$ cat src/core/sps_pkg.sv
/*
  Constants and carrier types for the SPI master status and buffer count registers.
  Assumes a single system clock shared with the transfer engine and the register bus master.
*/
package sps_pkg;

  // Register byte addresses.
  localparam logic [7:0] STATUS_OFS = 8'h10;
  localparam logic [7:0] COUNT_OFS  = 8'h14;
  localparam logic [7:0] INTEN_OFS  = 8'h18;
  localparam logic [7:0] TRIG_OFS   = 8'h1c;

  // Status bit positions.
  localparam int XFER_BIT    = 0;
  localparam int DMA_BIT     = 1;
  localparam int TXERR_BIT   = 2;
  localparam int RXERR_BIT   = 3;
  localparam int PROG_BIT    = 4;
  localparam int TXFULL_BIT  = 8;
  localparam int TXEMPTY_BIT = 9;
  localparam int TXREQ_BIT   = 10;

  // Count and trigger field positions.
  localparam int TXCNT_LSB = 0;
  localparam int RXCNT_LSB = 16;
  localparam int CNT_W     = 16;
  localparam int TRIG_LSB  = 0;

  // Sticky flags, indexed 0 to NFLAG-1, and their status bit positions.
  localparam int NFLAG = 6;
  localparam int FLAG_POS [NFLAG] = '{XFER_BIT, DMA_BIT, TXERR_BIT, RXERR_BIT, PROG_BIT, TXREQ_BIT};

  // Writable bits of the enable register and reset values.
  localparam logic [31:0] INTEN_MASK  = 32'h0000_071f;
  localparam logic [31:0] INTEN_RST   = 32'h0000_0000;
  localparam logic [15:0] TRIG_RST    = 16'h0000;
  localparam logic        TXEMPTY_RST = 1'h1;
  localparam logic        TXFULL_RST  = 1'h0;
  localparam logic [31:0] RD_RST      = 32'h0000_0000;

  typedef enum logic [1:0] {
    DW_NONE = 2'b00,
    DW_TX   = 2'b01,
    DW_RX   = 2'b10
  } sps_dma_st_t;

  typedef struct packed {
    logic        wr;
    logic        rd;
    logic [7:0]  addr;
    logic [31:0] wdata;
  } sps_bus_t;

  typedef struct packed {
    logic prog_err;
    logic rx_rd;
    logic tx_wr;
    logic tx_dma_done;
    logic rx_dma_done;
    logic len_hit;
    logic desc_end;
    logic desc_last;
    logic stop_req;
    logic byte_done;
  } sps_evt_t;

  typedef struct packed {
    logic dma_en;
    logic desc_en;
    logic close_en;
    logic tx_dma_act;
    logic rx_dma_act;
  } sps_mode_t;

  typedef struct packed {
    logic [15:0] rx_cnt;
    logic [15:0] tx_cnt;
    logic        tx_full;
  } sps_lvl_t;

endpackage

$ cat src/core/sps_flag.sv
/*
  One sticky status flag, cleared by software writing one.
  Assumes set and clear are one-cycle terms from logic on the same clock.
*/
`timescale 1ns/1ns
module sps_flag (
  // Clock and reset.
  input  wire logic clock,
  input  wire logic rst,
  // Set and clear terms.
  input  wire logic set,
  input  wire logic clr,
  // Flag value.
  output logic      flag_r
);

  typedef struct packed {
    logic flag;
  } sps_flag_st_t;

  sps_flag_st_t st_r;
  sps_flag_st_t st_nxt;

  // A set in the same cycle as a clear wins so the event is not lost.
  always_comb begin
    st_nxt = st_r;
    if (set) begin
      st_nxt.flag = 1'h1;
    end else if (clr) begin
      st_nxt.flag = 1'h0;
    end
  end

  always_ff @(posedge clock) begin
    if (rst) begin
      st_r <= '0;
    end else begin
      st_r <= st_nxt;
    end
  end

  assign flag_r = st_r.flag;

endmodule // sps_flag

$ cat src/core/sps_status.sv
/*
  Status flags, buffer fill counts, interrupt enables and transmit trigger of the SPI master.
  Assumes the transfer engine, buffers and DMA handshake run on the same clock and drive
  one-cycle event pulses and live buffer levels into this block.
*/
// Added by the designer: the address-and-strobe port.
`timescale 1ns/1ns
module sps_status (
  // Clock and reset.
  input  wire logic             clock,
  input  wire logic             rst,
  // Register bus.
  input  wire sps_pkg::sps_bus_t bus,
  output logic [31:0]           rd_data,
  // Transfer engine and DMA events.
  input  wire sps_pkg::sps_evt_t evt,
  // Operating mode.
  input  wire sps_pkg::sps_mode_t mode,
  // Buffer levels.
  input  wire sps_pkg::sps_lvl_t lvl,
  // Trigger value for the engine and interrupt.
  output logic [15:0]           tx_trig,
  output logic                  irq
);

  typedef struct packed {
    sps_pkg::sps_dma_st_t dma_st;
    logic                 stop_pend;
    logic                 tx_empty;
    logic                 tx_full;
    logic [31:0]          counts;
    logic [31:0]          inten;
    logic [15:0]          trig;
    logic [31:0]          rd_data;
    logic                 irq;
  } sps_st_t;

  sps_st_t                   st_r;
  sps_st_t                   st_nxt;
  logic [sps_pkg::NFLAG-1:0] flag_set;
  logic [sps_pkg::NFLAG-1:0] flag_clr;
  logic [sps_pkg::NFLAG-1:0] flag_r;
  logic                      dma_fin;
  sps_pkg::sps_dma_st_t      dma_st_nxt;
  logic                      dma_set;
  logic                      xfer_set;
  logic                      manual;
  logic [31:0]               status_word;

  function automatic logic hit(input logic [7:0] addr, input logic [7:0] ofs);
    hit = (addr == ofs);
  endfunction

  function automatic logic is_zero(input logic [15:0] cnt);
    is_zero = (cnt == 16'h0000);
  endfunction

  // Pairs the two DMA done indications when both directions run.
  always_comb begin
    dma_fin = 1'h0;
    dma_st_nxt = st_r.dma_st;
    if (!mode.dma_en) begin
      dma_st_nxt = sps_pkg::DW_NONE;
    end else if (!(mode.tx_dma_act && mode.rx_dma_act)) begin
      dma_fin = evt.tx_dma_done || evt.rx_dma_done;
      dma_st_nxt = sps_pkg::DW_NONE;
    end else begin
      case (st_r.dma_st)
        sps_pkg::DW_NONE: begin
          if (evt.tx_dma_done && evt.rx_dma_done) begin
            dma_fin = 1'h1;
          end else if (evt.tx_dma_done) begin
            dma_st_nxt = sps_pkg::DW_TX;
          end else if (evt.rx_dma_done) begin
            dma_st_nxt = sps_pkg::DW_RX;
          end
        end
        sps_pkg::DW_TX: begin
          if (evt.rx_dma_done) begin
            dma_fin = 1'h1;
            dma_st_nxt = sps_pkg::DW_NONE;
          end
        end
        sps_pkg::DW_RX: begin
          if (evt.tx_dma_done) begin
            dma_fin = 1'h1;
            dma_st_nxt = sps_pkg::DW_NONE;
          end
        end
        default: begin
          dma_st_nxt = sps_pkg::DW_NONE;
        end
      endcase
    end
  end

  // Completion events per mode.
  // The DMA flag is only produced with DMA enabled, so its value while disabled
  // stays whatever software last left in it and carries no meaning.
  always_comb begin
    manual = !mode.dma_en && !mode.desc_en;
    dma_set = 1'h0;
    if (mode.dma_en) begin
      if (mode.desc_en) begin
        dma_set = evt.desc_end;
      end else begin
        dma_set = dma_fin;
      end
    end
    xfer_set = 1'h0;
    if (manual && evt.len_hit) begin
      xfer_set = 1'h1;
    end
    if (mode.dma_en && !mode.desc_en && dma_set) begin
      xfer_set = 1'h1;
    end
    if (mode.desc_en && evt.desc_end && evt.desc_last) begin
      xfer_set = 1'h1;
    end
    if (mode.close_en && dma_set) begin
      xfer_set = 1'h1;
    end
    if (st_r.stop_pend && evt.byte_done) begin
      xfer_set = 1'h1;
    end
  end

  // Set terms of the sticky flags, in flag index order.
  always_comb begin
    flag_set[0] = xfer_set;
    flag_set[1] = dma_set;
    flag_set[2] = evt.tx_wr && lvl.tx_full;
    flag_set[3] = evt.rx_rd && is_zero(lvl.rx_cnt);
    flag_set[4] = evt.prog_err;
    flag_set[5] = !is_zero(st_r.trig) && (lvl.tx_cnt <= st_r.trig);
  end

  // Clear terms come only from ones written to the status register.
  genvar gi;
  generate
    for (gi = 0; gi < sps_pkg::NFLAG; gi++) begin : g_flag
      assign flag_clr[gi] = bus.wr && hit(bus.addr, sps_pkg::STATUS_OFS)
                            && bus.wdata[sps_pkg::FLAG_POS[gi]];
      sps_flag u_flag (
        .clock  (clock),
        .rst    (rst),
        .set    (flag_set[gi]),
        .clr    (flag_clr[gi]),
        .flag_r (flag_r[gi])
      );
    end
  endgenerate

  // Assembled status word; reserved bits read as zero.
  always_comb begin
    status_word = 32'h0000_0000;
    for (int i = 0; i < sps_pkg::NFLAG; i++) begin
      status_word[sps_pkg::FLAG_POS[i]] = flag_r[i];
    end
    status_word[sps_pkg::TXEMPTY_BIT] = st_r.tx_empty;
    status_word[sps_pkg::TXFULL_BIT] = st_r.tx_full;
  end

  // Registers, stop tracking, read port and interrupt.
  always_comb begin
    st_nxt.dma_st = dma_st_nxt;
    st_nxt.stop_pend = st_r.stop_pend;
    if (evt.stop_req) begin
      st_nxt.stop_pend = 1'h1;
    end else if (evt.byte_done) begin
      st_nxt.stop_pend = 1'h0;
    end
    st_nxt.tx_empty = is_zero(lvl.tx_cnt);
    st_nxt.tx_full = lvl.tx_full;
    st_nxt.counts = 32'h0000_0000;
    st_nxt.counts[sps_pkg::RXCNT_LSB +: sps_pkg::CNT_W] = lvl.rx_cnt;
    st_nxt.counts[sps_pkg::TXCNT_LSB +: sps_pkg::CNT_W] = lvl.tx_cnt;
    st_nxt.inten = st_r.inten;
    st_nxt.trig = st_r.trig;
    if (bus.wr && hit(bus.addr, sps_pkg::INTEN_OFS)) begin
      st_nxt.inten = bus.wdata & sps_pkg::INTEN_MASK;
    end
    if (bus.wr && hit(bus.addr, sps_pkg::TRIG_OFS)) begin
      st_nxt.trig = bus.wdata[sps_pkg::TRIG_LSB +: sps_pkg::CNT_W];
    end
    st_nxt.rd_data = 32'h0000_0000;
    if (bus.rd) begin
      if (hit(bus.addr, sps_pkg::STATUS_OFS)) begin
        st_nxt.rd_data = status_word;
      end else if (hit(bus.addr, sps_pkg::COUNT_OFS)) begin
        st_nxt.rd_data = st_r.counts;
      end else if (hit(bus.addr, sps_pkg::INTEN_OFS)) begin
        st_nxt.rd_data = st_r.inten;
      end else if (hit(bus.addr, sps_pkg::TRIG_OFS)) begin
        st_nxt.rd_data = {16'h0000, st_r.trig};
      end
    end
    // The line follows the flags with one cycle of lag, which keeps it glitch free.
    st_nxt.irq = |(status_word & st_r.inten);
  end

  always_ff @(posedge clock) begin
    if (rst) begin
      st_r.dma_st <= sps_pkg::DW_NONE;
      st_r.stop_pend <= 1'h0;
      st_r.tx_empty <= sps_pkg::TXEMPTY_RST;
      st_r.tx_full <= sps_pkg::TXFULL_RST;
      st_r.counts <= 32'h0000_0000;
      st_r.inten <= sps_pkg::INTEN_RST;
      st_r.trig <= sps_pkg::TRIG_RST;
      st_r.rd_data <= sps_pkg::RD_RST;
      st_r.irq <= 1'h0;
    end else begin
      st_r <= st_nxt;
    end
  end

  assign rd_data = st_r.rd_data;
  assign tx_trig = st_r.trig;
  assign irq = st_r.irq;

endmodule // sps_status

$ cat config.mk
export PLATFORM = sky130hd
export DESIGN_NAME = sps_status
export DESIGN_NICKNAME = d
export VERILOG_FILES = /design/src/core/sps_pkg.sv /design/src/core/sps_flag.sv /design/src/core/sps_status.sv
export SDC_FILE = /design/constraint.sdc
export NUM_CORES = 1
export LEC_CHECK = 0
export BUFFER_PORTS_ARGS = -buffer_cell sky130_fd_sc_hd__buf_2
export CORE_UTILIZATION = 41
export CTS_CLUSTER_DIAMETER = 50
export DETAILED_ROUTE_END_ITERATION = 7
export PLACE_DENSITY_LB_ADDON = 0.2
export SLEW_MARGIN = 20
export SYNTH_ARGS = -nofsm -noshare
export SYNTH_HDL_FRONTEND = slang
export SYNTH_SLANG_ARGS = --single-unit
$ cat constraint.sdc
create_clock -name clock -period 2.4 [get_ports clock]
set_clock_uncertainty 0.15 [all_clocks]
set_input_delay 0.48 -clock clock [delete_from_list [all_inputs] [get_ports clock]]
set_output_delay 0.48 -clock clock [all_outputs]
set_load 0.005 [all_outputs]
==> run_results.csv, run 1 <==
group,metric,value,unit
floorplanning,rows,36,
floorplanning,die_area,10800,um^2
timing,hold_viol_final,0,
worst_setup_path,crit_type,"flip-flop to flip-flop",
worst_hold_path,hold_depth,2,
synthesis,ys.flop_type,"dfxtp_1",
worst_setup_path,end_kind,"flip-flop",
worst_setup_path,rr_worst_depth,7,
finish,fillers,983,
worst_setup_path,reg2reg_from,"tx_trig[11]",
floorplanning,die_h,104,um
synthesis,syn-num-nets,543,
worst_setup_path,reg2reg_setup_slack,0.22,ns
worst_setup_path,worst_setup_path_start_kind,"flip-flop",
placement,port_buffers,124,
synthesis,synth.area.top_cells,"dfxtp_1 (47%), mux2i_1 (9.4%), buf_4 (8.5%)",
cts,cts_buffers,9,
routing,firstDrtPassIters,4,
worst_hold_path,hold_class,"input port to flip-flop",
finish,antennaDiodeCount,0,
cts,clk_path_buf_depth,2,
routing,drtIter0Drc,145,
synthesis,yosys-top-cells-count,"dfxtp_1 (100), nor2_1 (58), buf_4 (48), mux2i_1 (40), nor2b_1 (34)",
worst_hold_path,holdPathEnd,"st_r[116]",
cts,root_buffer,"clkbuf_8",
timing,holdWs,0.149,ns
finish,drive_above_1_share,0.320,
timing,slew_headroom,0.545,
worst_setup_path,critPathBufInv,1,
routing,vias,3258,
timing,clock.fmax,458,MHz
cts,cts_resized,0,
synthesis,synth_area,4250,um^2
finish,syn2layout_area_growth,18.7,%
synthesis,ys_types,43,
routing,drc,0,
floorplanning,core,9910,um^2
worst_setup_path,path_cells,"inv_1 > ha_1 > nand4_1 > nor2_1 > a221o_1 > or3_1 > a211oi_1",
placement,gp_congestion,0.908,
floorplanning,die_w,104,um
run,maxCapViolations,0,
worst_setup_path,crit_fanout,5,
routing,wl_per_cell,14.7,um
cts,tritoncts,"done",
synthesis,async_reset_ff_frac,0,
finish,finalNetCount,641,
cts,cts_sinks,100,
timing,min_period_over_period,0.910,
global_routing,grt_max_degree,68,
synthesis,ys_seq_area_frac,0.471,
cts,cts-htree-levels,3,
synthesis,synth_area_leader_cell,"dfxtp_1",
floorplanning,initial_core_util,0.429,
worst_setup_path,rr_endpoint,"g_flag[5].u_flag.flag_r",
worst_setup_path,cp_slowest_cell,"dfxtp_1",
power_and_ir_drop,p_leak,2.46,nW
finish,multiInputGateArea,1740,um^2
synthesis,syn_inst,435,
timing,rsz0062_at_grt,"no",
worst_setup_path,cp_data_required_time,2.53,ns
cts,clk_latency,0.37,ns
timing,setup_tns,0,ns
synthesis,synth_top_area_share,0.471,
placement,dp_hpwl,7.70,mm
timing,slew_violations,0,
cts,path_clk_slew,0.11,ns
power_and_ir_drop,total_power,3.09,mW
cts,ctsHoldBuffers,0,
synthesis,synth-seq-cells,100,
worst_setup_path,cp_top_family,"simple AND/OR/NAND/NOR gates",
outcome,run_status,"finished, final reports clean",
global_routing,grt_pass1_vias,3161,
worst_setup_path,crit_path_max_incr_delay,0.44,ns
timing,period_needed,2.18,ns
worst_setup_path,critPathArrivalTime,2.31,ns
synthesis,synth_edf_count,0,
power_and_ir_drop,powerDensity,613,nW/um^2
finish,fin_cells,671,
synthesis,yosys_warnings,0,
timing,setup_viol,0,
cts,post-cts-setup-buffer-count,0,
routing,antenna_left,0,
power_and_ir_drop,ir_worst_vdd,246,uV
floorplanning,io_pins,141,
routing,routed_wl,9.87,mm
synthesis,yosysMostFrequentCell,"dfxtp_1",
global_routing,gr-total-overflow,0,
placement,place_inst,655,
global_routing,track_usage,0.191,
routing,vias_per_cell,4.86,
synthesis,syn_area_per_cell,9.77,um^2
finish,regArea,2000,um^2
global_routing,grt_pass1_wl,16.0,mm
timing,tightest_slew,0.683,ns
global_routing,antenna_found_initial,0,
worst_hold_path,min-delay-start,"evt[5]",
-- metrics by stage --
stage / setup WS [ns] / area (um^2) / util
final: 0.217 / 5040 / 0.509
after detailed placement: -0.0506 / 4830 / 0.488
after global placement: -0.0569 / 4830 / 0.488
after floorplan: 0.202 / 4250 / -
after CTS: 0.249 / 5040 / 0.509
after global routing: 0.0727 / 5040 / 0.509
-- flip-flops by register name (all words and copies together) (netlist names) --
name and flops:
irq 1, rd_data 32, st_r 45, g_flag.u_flag.flag_r 6, tx_trig 16
-- power by group --
part | switching, mW | internal (mW)
Combinational | 0.115 | 0.103
Sequential | 0.0147 | 1.70
Clock | 0.647 | 0.514
-- per-layer routing --
metal	wire length [um]	vias to the layer above	GRT usage
met4	88	0	0.0480
met3	576	10	0.0548
met1	4700	1492	0.252
li1	-	1639	-
met5	0	-	0
met2	4510	117	0.306
-- layout by cell type (no fill, tap or decap), types with 2 or more instances in the layout --
cell,count
a2111oi_0,9
a21o_1,2
a21oi_1,12
a22oi_1,4
a41oi_1,2
and2_1,17
buf_12,2
buf_2,124
buf_4,24
clkbuf_8,9
dfxtp_1,100
ha_1,16
inv_1,22
inv_6,2
inv_8,3
mux2i_1,40
nand2_1,4
nand3_1,3
nand3b_1,2
nand4_1,7
nand4b_1,2
nor2_1,58
nor2b_1,34
nor3_1,2
nor4_1,11
o21ai_0,8
-- logic make-up (layout without fill, tap and decap cells) --
| logic type | after synthesis | count (layout) | share of synthesized area |
|---|---|---|---|
| buffers and inverters | 85 | 188 | 0.120 |
| adders and majority gates | 16 | 16 | 0.0471 |
| muxes | 40 | 40 | 0.0942 |
| and+or+nand+nor | 150 | 150 | 0.197 |
| AOI/OAI and AO/OA | 44 | 44 | 0.0709 |
| DFF | 100 | 100 | 0.471 |
-- layout make-up --
cell class | instances | share of cell area
multi-input cells | 250 | 0.345
inverters | 22 | 0.0164
clock inverters | 7 | 0.0179
clock buffers | 9 | 0.0246
repair buffers | 150 | 0.167
well taps | 133 | 0.0330
flip-flops and latches | 100 | 0.397
-- worst register-to-register path, stage by stage, from the launching register on --
cell and delay [ns]:
dfxtp_1 0.44, inv_1 0.07, ha_1 0.31, nand4_1 0.15, nor2_1 0.07, a221o_1 0.32
or3_1 0.37, a211oi_1 0.22
-- worst max-delay path by stage --
stage	from	endpoint	depth (start not counted)
global route	tx_trig[11]	g_flag[5].u_flag.flag_r	7
detailed placement	bus[37]	rd_data[0]	7
CTS	tx_trig[11]	g_flag[5].u_flag.flag_r	7
floorplan	bus[37]	tx_trig[10]	6
finish	tx_trig[11]	g_flag[5].u_flag.flag_r	7
global placement	bus[37]	rd_data[0]	7
No activity file was read; power rests on OpenSTA's default activity.
==> run 2, diff against run 1 <==
Settings changed: MAX_ROUTING_LAYER set to met4.
Clock period 2.4 ns to 2.62 ns, I/O delays scaled along.
==> run 2 against run 1 <==
Effect of this change: count of clock-buffer cells in the layout increased by 1; non-clock buffer count is 10 lower; combinational power down 9.6%; largest power group unchanged; flip-flop and latch count unchanged; first-iteration DRC count grew 4.1%; register-to-register slack improved by 0.17 ns; largest cell class unchanged; highest routed layer unchanged; total power down 13%.
==> run_results.csv, run 2 (same netlist as run 1, synthesis figures left out) <==
group,metric,value,unit
outcome,run_status,"finished, final reports clean",
placement,place_inst,645,
power_and_ir_drop,clkPwrFrac,0.345,
finish,largest_reg_flops,45,
routing,firstDrtPassIters,4,
global_routing,track_usage,0.191,
cts,root_buffer,"clkbuf_8",
floorplanning,initial_core_util,0.429,
timing,tightest_slew,0.693,ns
routing,routed_wl,9.71,mm
finish,fin_cells,661,
routing,wl_per_cell,14.7,um
timing,setup_ws,0.385,ns
placement,pre_cts_slack,0.130,ns
placement,place_area,4740,um^2
finish,final_cell_mix,"buf_2 (124), dfxtp_1 (100), nor2_1 (58)",
placement,port_buffers,124,
global_routing,grt_max_degree,68,
power_and_ir_drop,intPower,2.01,mW
finish,regArea,2000,um^2
cts,cts_resized,0,
power_and_ir_drop,p_leak,2.38,nW
finish,fillers,985,
cts,clk_path_buf_depth,2,
cts,ctsHoldBuffers,0,
floorplanning,core,9910,um^2
worst_setup_path,cp-startpoint,"tx_trig[14]",
global_routing,antenna_found_initial,0,
worst_setup_path,crit_type,"flip-flop to flip-flop",
cts,cts_sinks,100,
worst_setup_path,worst_setup_path_start_kind,"flip-flop",
floorplanning,die_area,10800,um^2
worst_setup_path,path_cells,"inv_1 > ha_1 > a21oi_1 > nand2_1 > a221o_1 > or3_1 > a211oi_1",
power_and_ir_drop,seqPwrFrac,0.582,
finish,regMostFlops,"st_r",
worst_setup_path,critPathArrivalTime,2.36,ns
cts,cts_buffers,9,
routing,drc,0,
timing,clock.fmax,447,MHz
power_and_ir_drop,p_switching,683,uW
worst_setup_path,end_kind,"flip-flop",
routing,antenna_left,0,
worst_setup_path,reg2reg_from,"tx_trig[14]",
routing,drtIter0Drc,151,
timing,period_needed,2.24,ns
routing,vias_per_cell,4.86,
run,maxCapViolations,0,
timing,setup_tns,0,ns
timing,slew_violations,0,
finish,fin_area,4930,um^2
finish,finalNetCount,631,
worst_hold_path,min-delay-start,"evt[5]",
finish,antennaDiodeCount,0,
cts,path_clk_slew,0.10,ns
timing,hold_viol_final,0,
placement,gp_congestion,0.860,
power_and_ir_drop,pwr-share-comb,0.074,
cts,clk_latency,0.36,ns
timing,min_period_over_period,0.853,
power_and_ir_drop,ir_worst_vdd,295,uV
floorplanning,die_w,104,um
finish,final_common_cell,"buf_2",
timing,setup_viol,0,
floorplanning,io_pins,141,
worst_setup_path,cp_data_required_time,2.75,ns
worst_setup_path,cp_slowest_cell,"dfxtp_1",
floorplanning,rows,36,
global_routing,grt_pass1_wl,15.7,mm
finish,syn2layout_area_growth,15.9,%
cts,post-cts-setup-buffer-count,0,
cts,cts-htree-levels,3,
cts,tritoncts,"done",
worst_setup_path,crit_fanout,5,
timing,rsz0062_at_grt,"no",
worst_hold_path,hold_class,"input port to flip-flop",
finish,drive_above_1_share,0.305,
finish,multiInputGateArea,1740,um^2
global_routing,grt_pass1_vias,3075,
worst_setup_path,crit_path_max_incr_delay,0.44,ns
floorplanning,die_h,104,um
timing,holdWs,0.194,ns
power_and_ir_drop,powerDensity,547,nW/um^2
global_routing,gr-total-overflow,0,
power_and_ir_drop,switching_share,0.253,
placement,dp_hpwl,7.41,mm
routing,vias,3213,
timing,slew_headroom,0.538,
-- run 2: cell types whose count changed in the layout (fill, tap and decap cells not counted), sizes merged --
cell | previous run | this run
buf | 150 | 140
bufinv | 1 | 0
clkbuf | 9 | 10
clkinvlp | 0 | 2
inv | 27 | 25
-- run 2: layout make-up --
class / count / share of cell area
Inverter: 22 / 0.0168
Clock buffer: 10 / 0.0259
Clock inverter: 6 / 0.0112
Timing Repair Buffer: 140 / 0.153
Tap cell: 133 / 0.0338
Multi-Input combinational cell: 250 / 0.353
Sequential cell: 100 / 0.406
-- run 2: stage by stage --
stage	utilization	power, mW
3_5_place_dp	0.479	1.80
3_3_place_gp	0.479	1.80
2_1_floorplan	-	1.70
4_1_cts	0.497	2.73
5_1_grt	0.497	2.82
6_report	0.497	2.69
-- run 2: worst max-delay path: cells and delay by family (launching register included) --
kind	cells	cell delay [ns]
simple gates	2	0.46
compound gates	3	0.72
flops	1	0.44
buf+inv	1	0.07
fa+ha+maj	1	0.31
-- run 2: path summary, 6_finish.rpt --
check / endpoint / slack, ns / cells after the start
setup / recovery: g_flag[5].u_flag.flag_r / 0.38 / 7
setup reg to reg: g_flag[5].u_flag.flag_r / 0.38 / 7
hold reg to reg: rd_data[23] / 0.28 / 1
hold / removal: st_r[116] / 0.19 / 2
-- run 2: power by group through the flow --
stage                     clock network, mW  registers [mW]  logic (mW)
after detailed placement                  0            1.60       0.198
after global placement                    0            1.60       0.194
final                                 0.929            1.57       0.198
after CTS                             0.962            1.57       0.199
after floorplan                           0            1.60       0.100
after global routing                   1.03            1.57       0.223
-- run 2: per-layer routing --
metal  track usage  up-vias  wire length, um
met5             -        -                0
met4        0.0510        0               93
met3        0.0459        9              712
met2         0.300      117             4410
met1         0.246     1478             4490
li1              -     1609                -
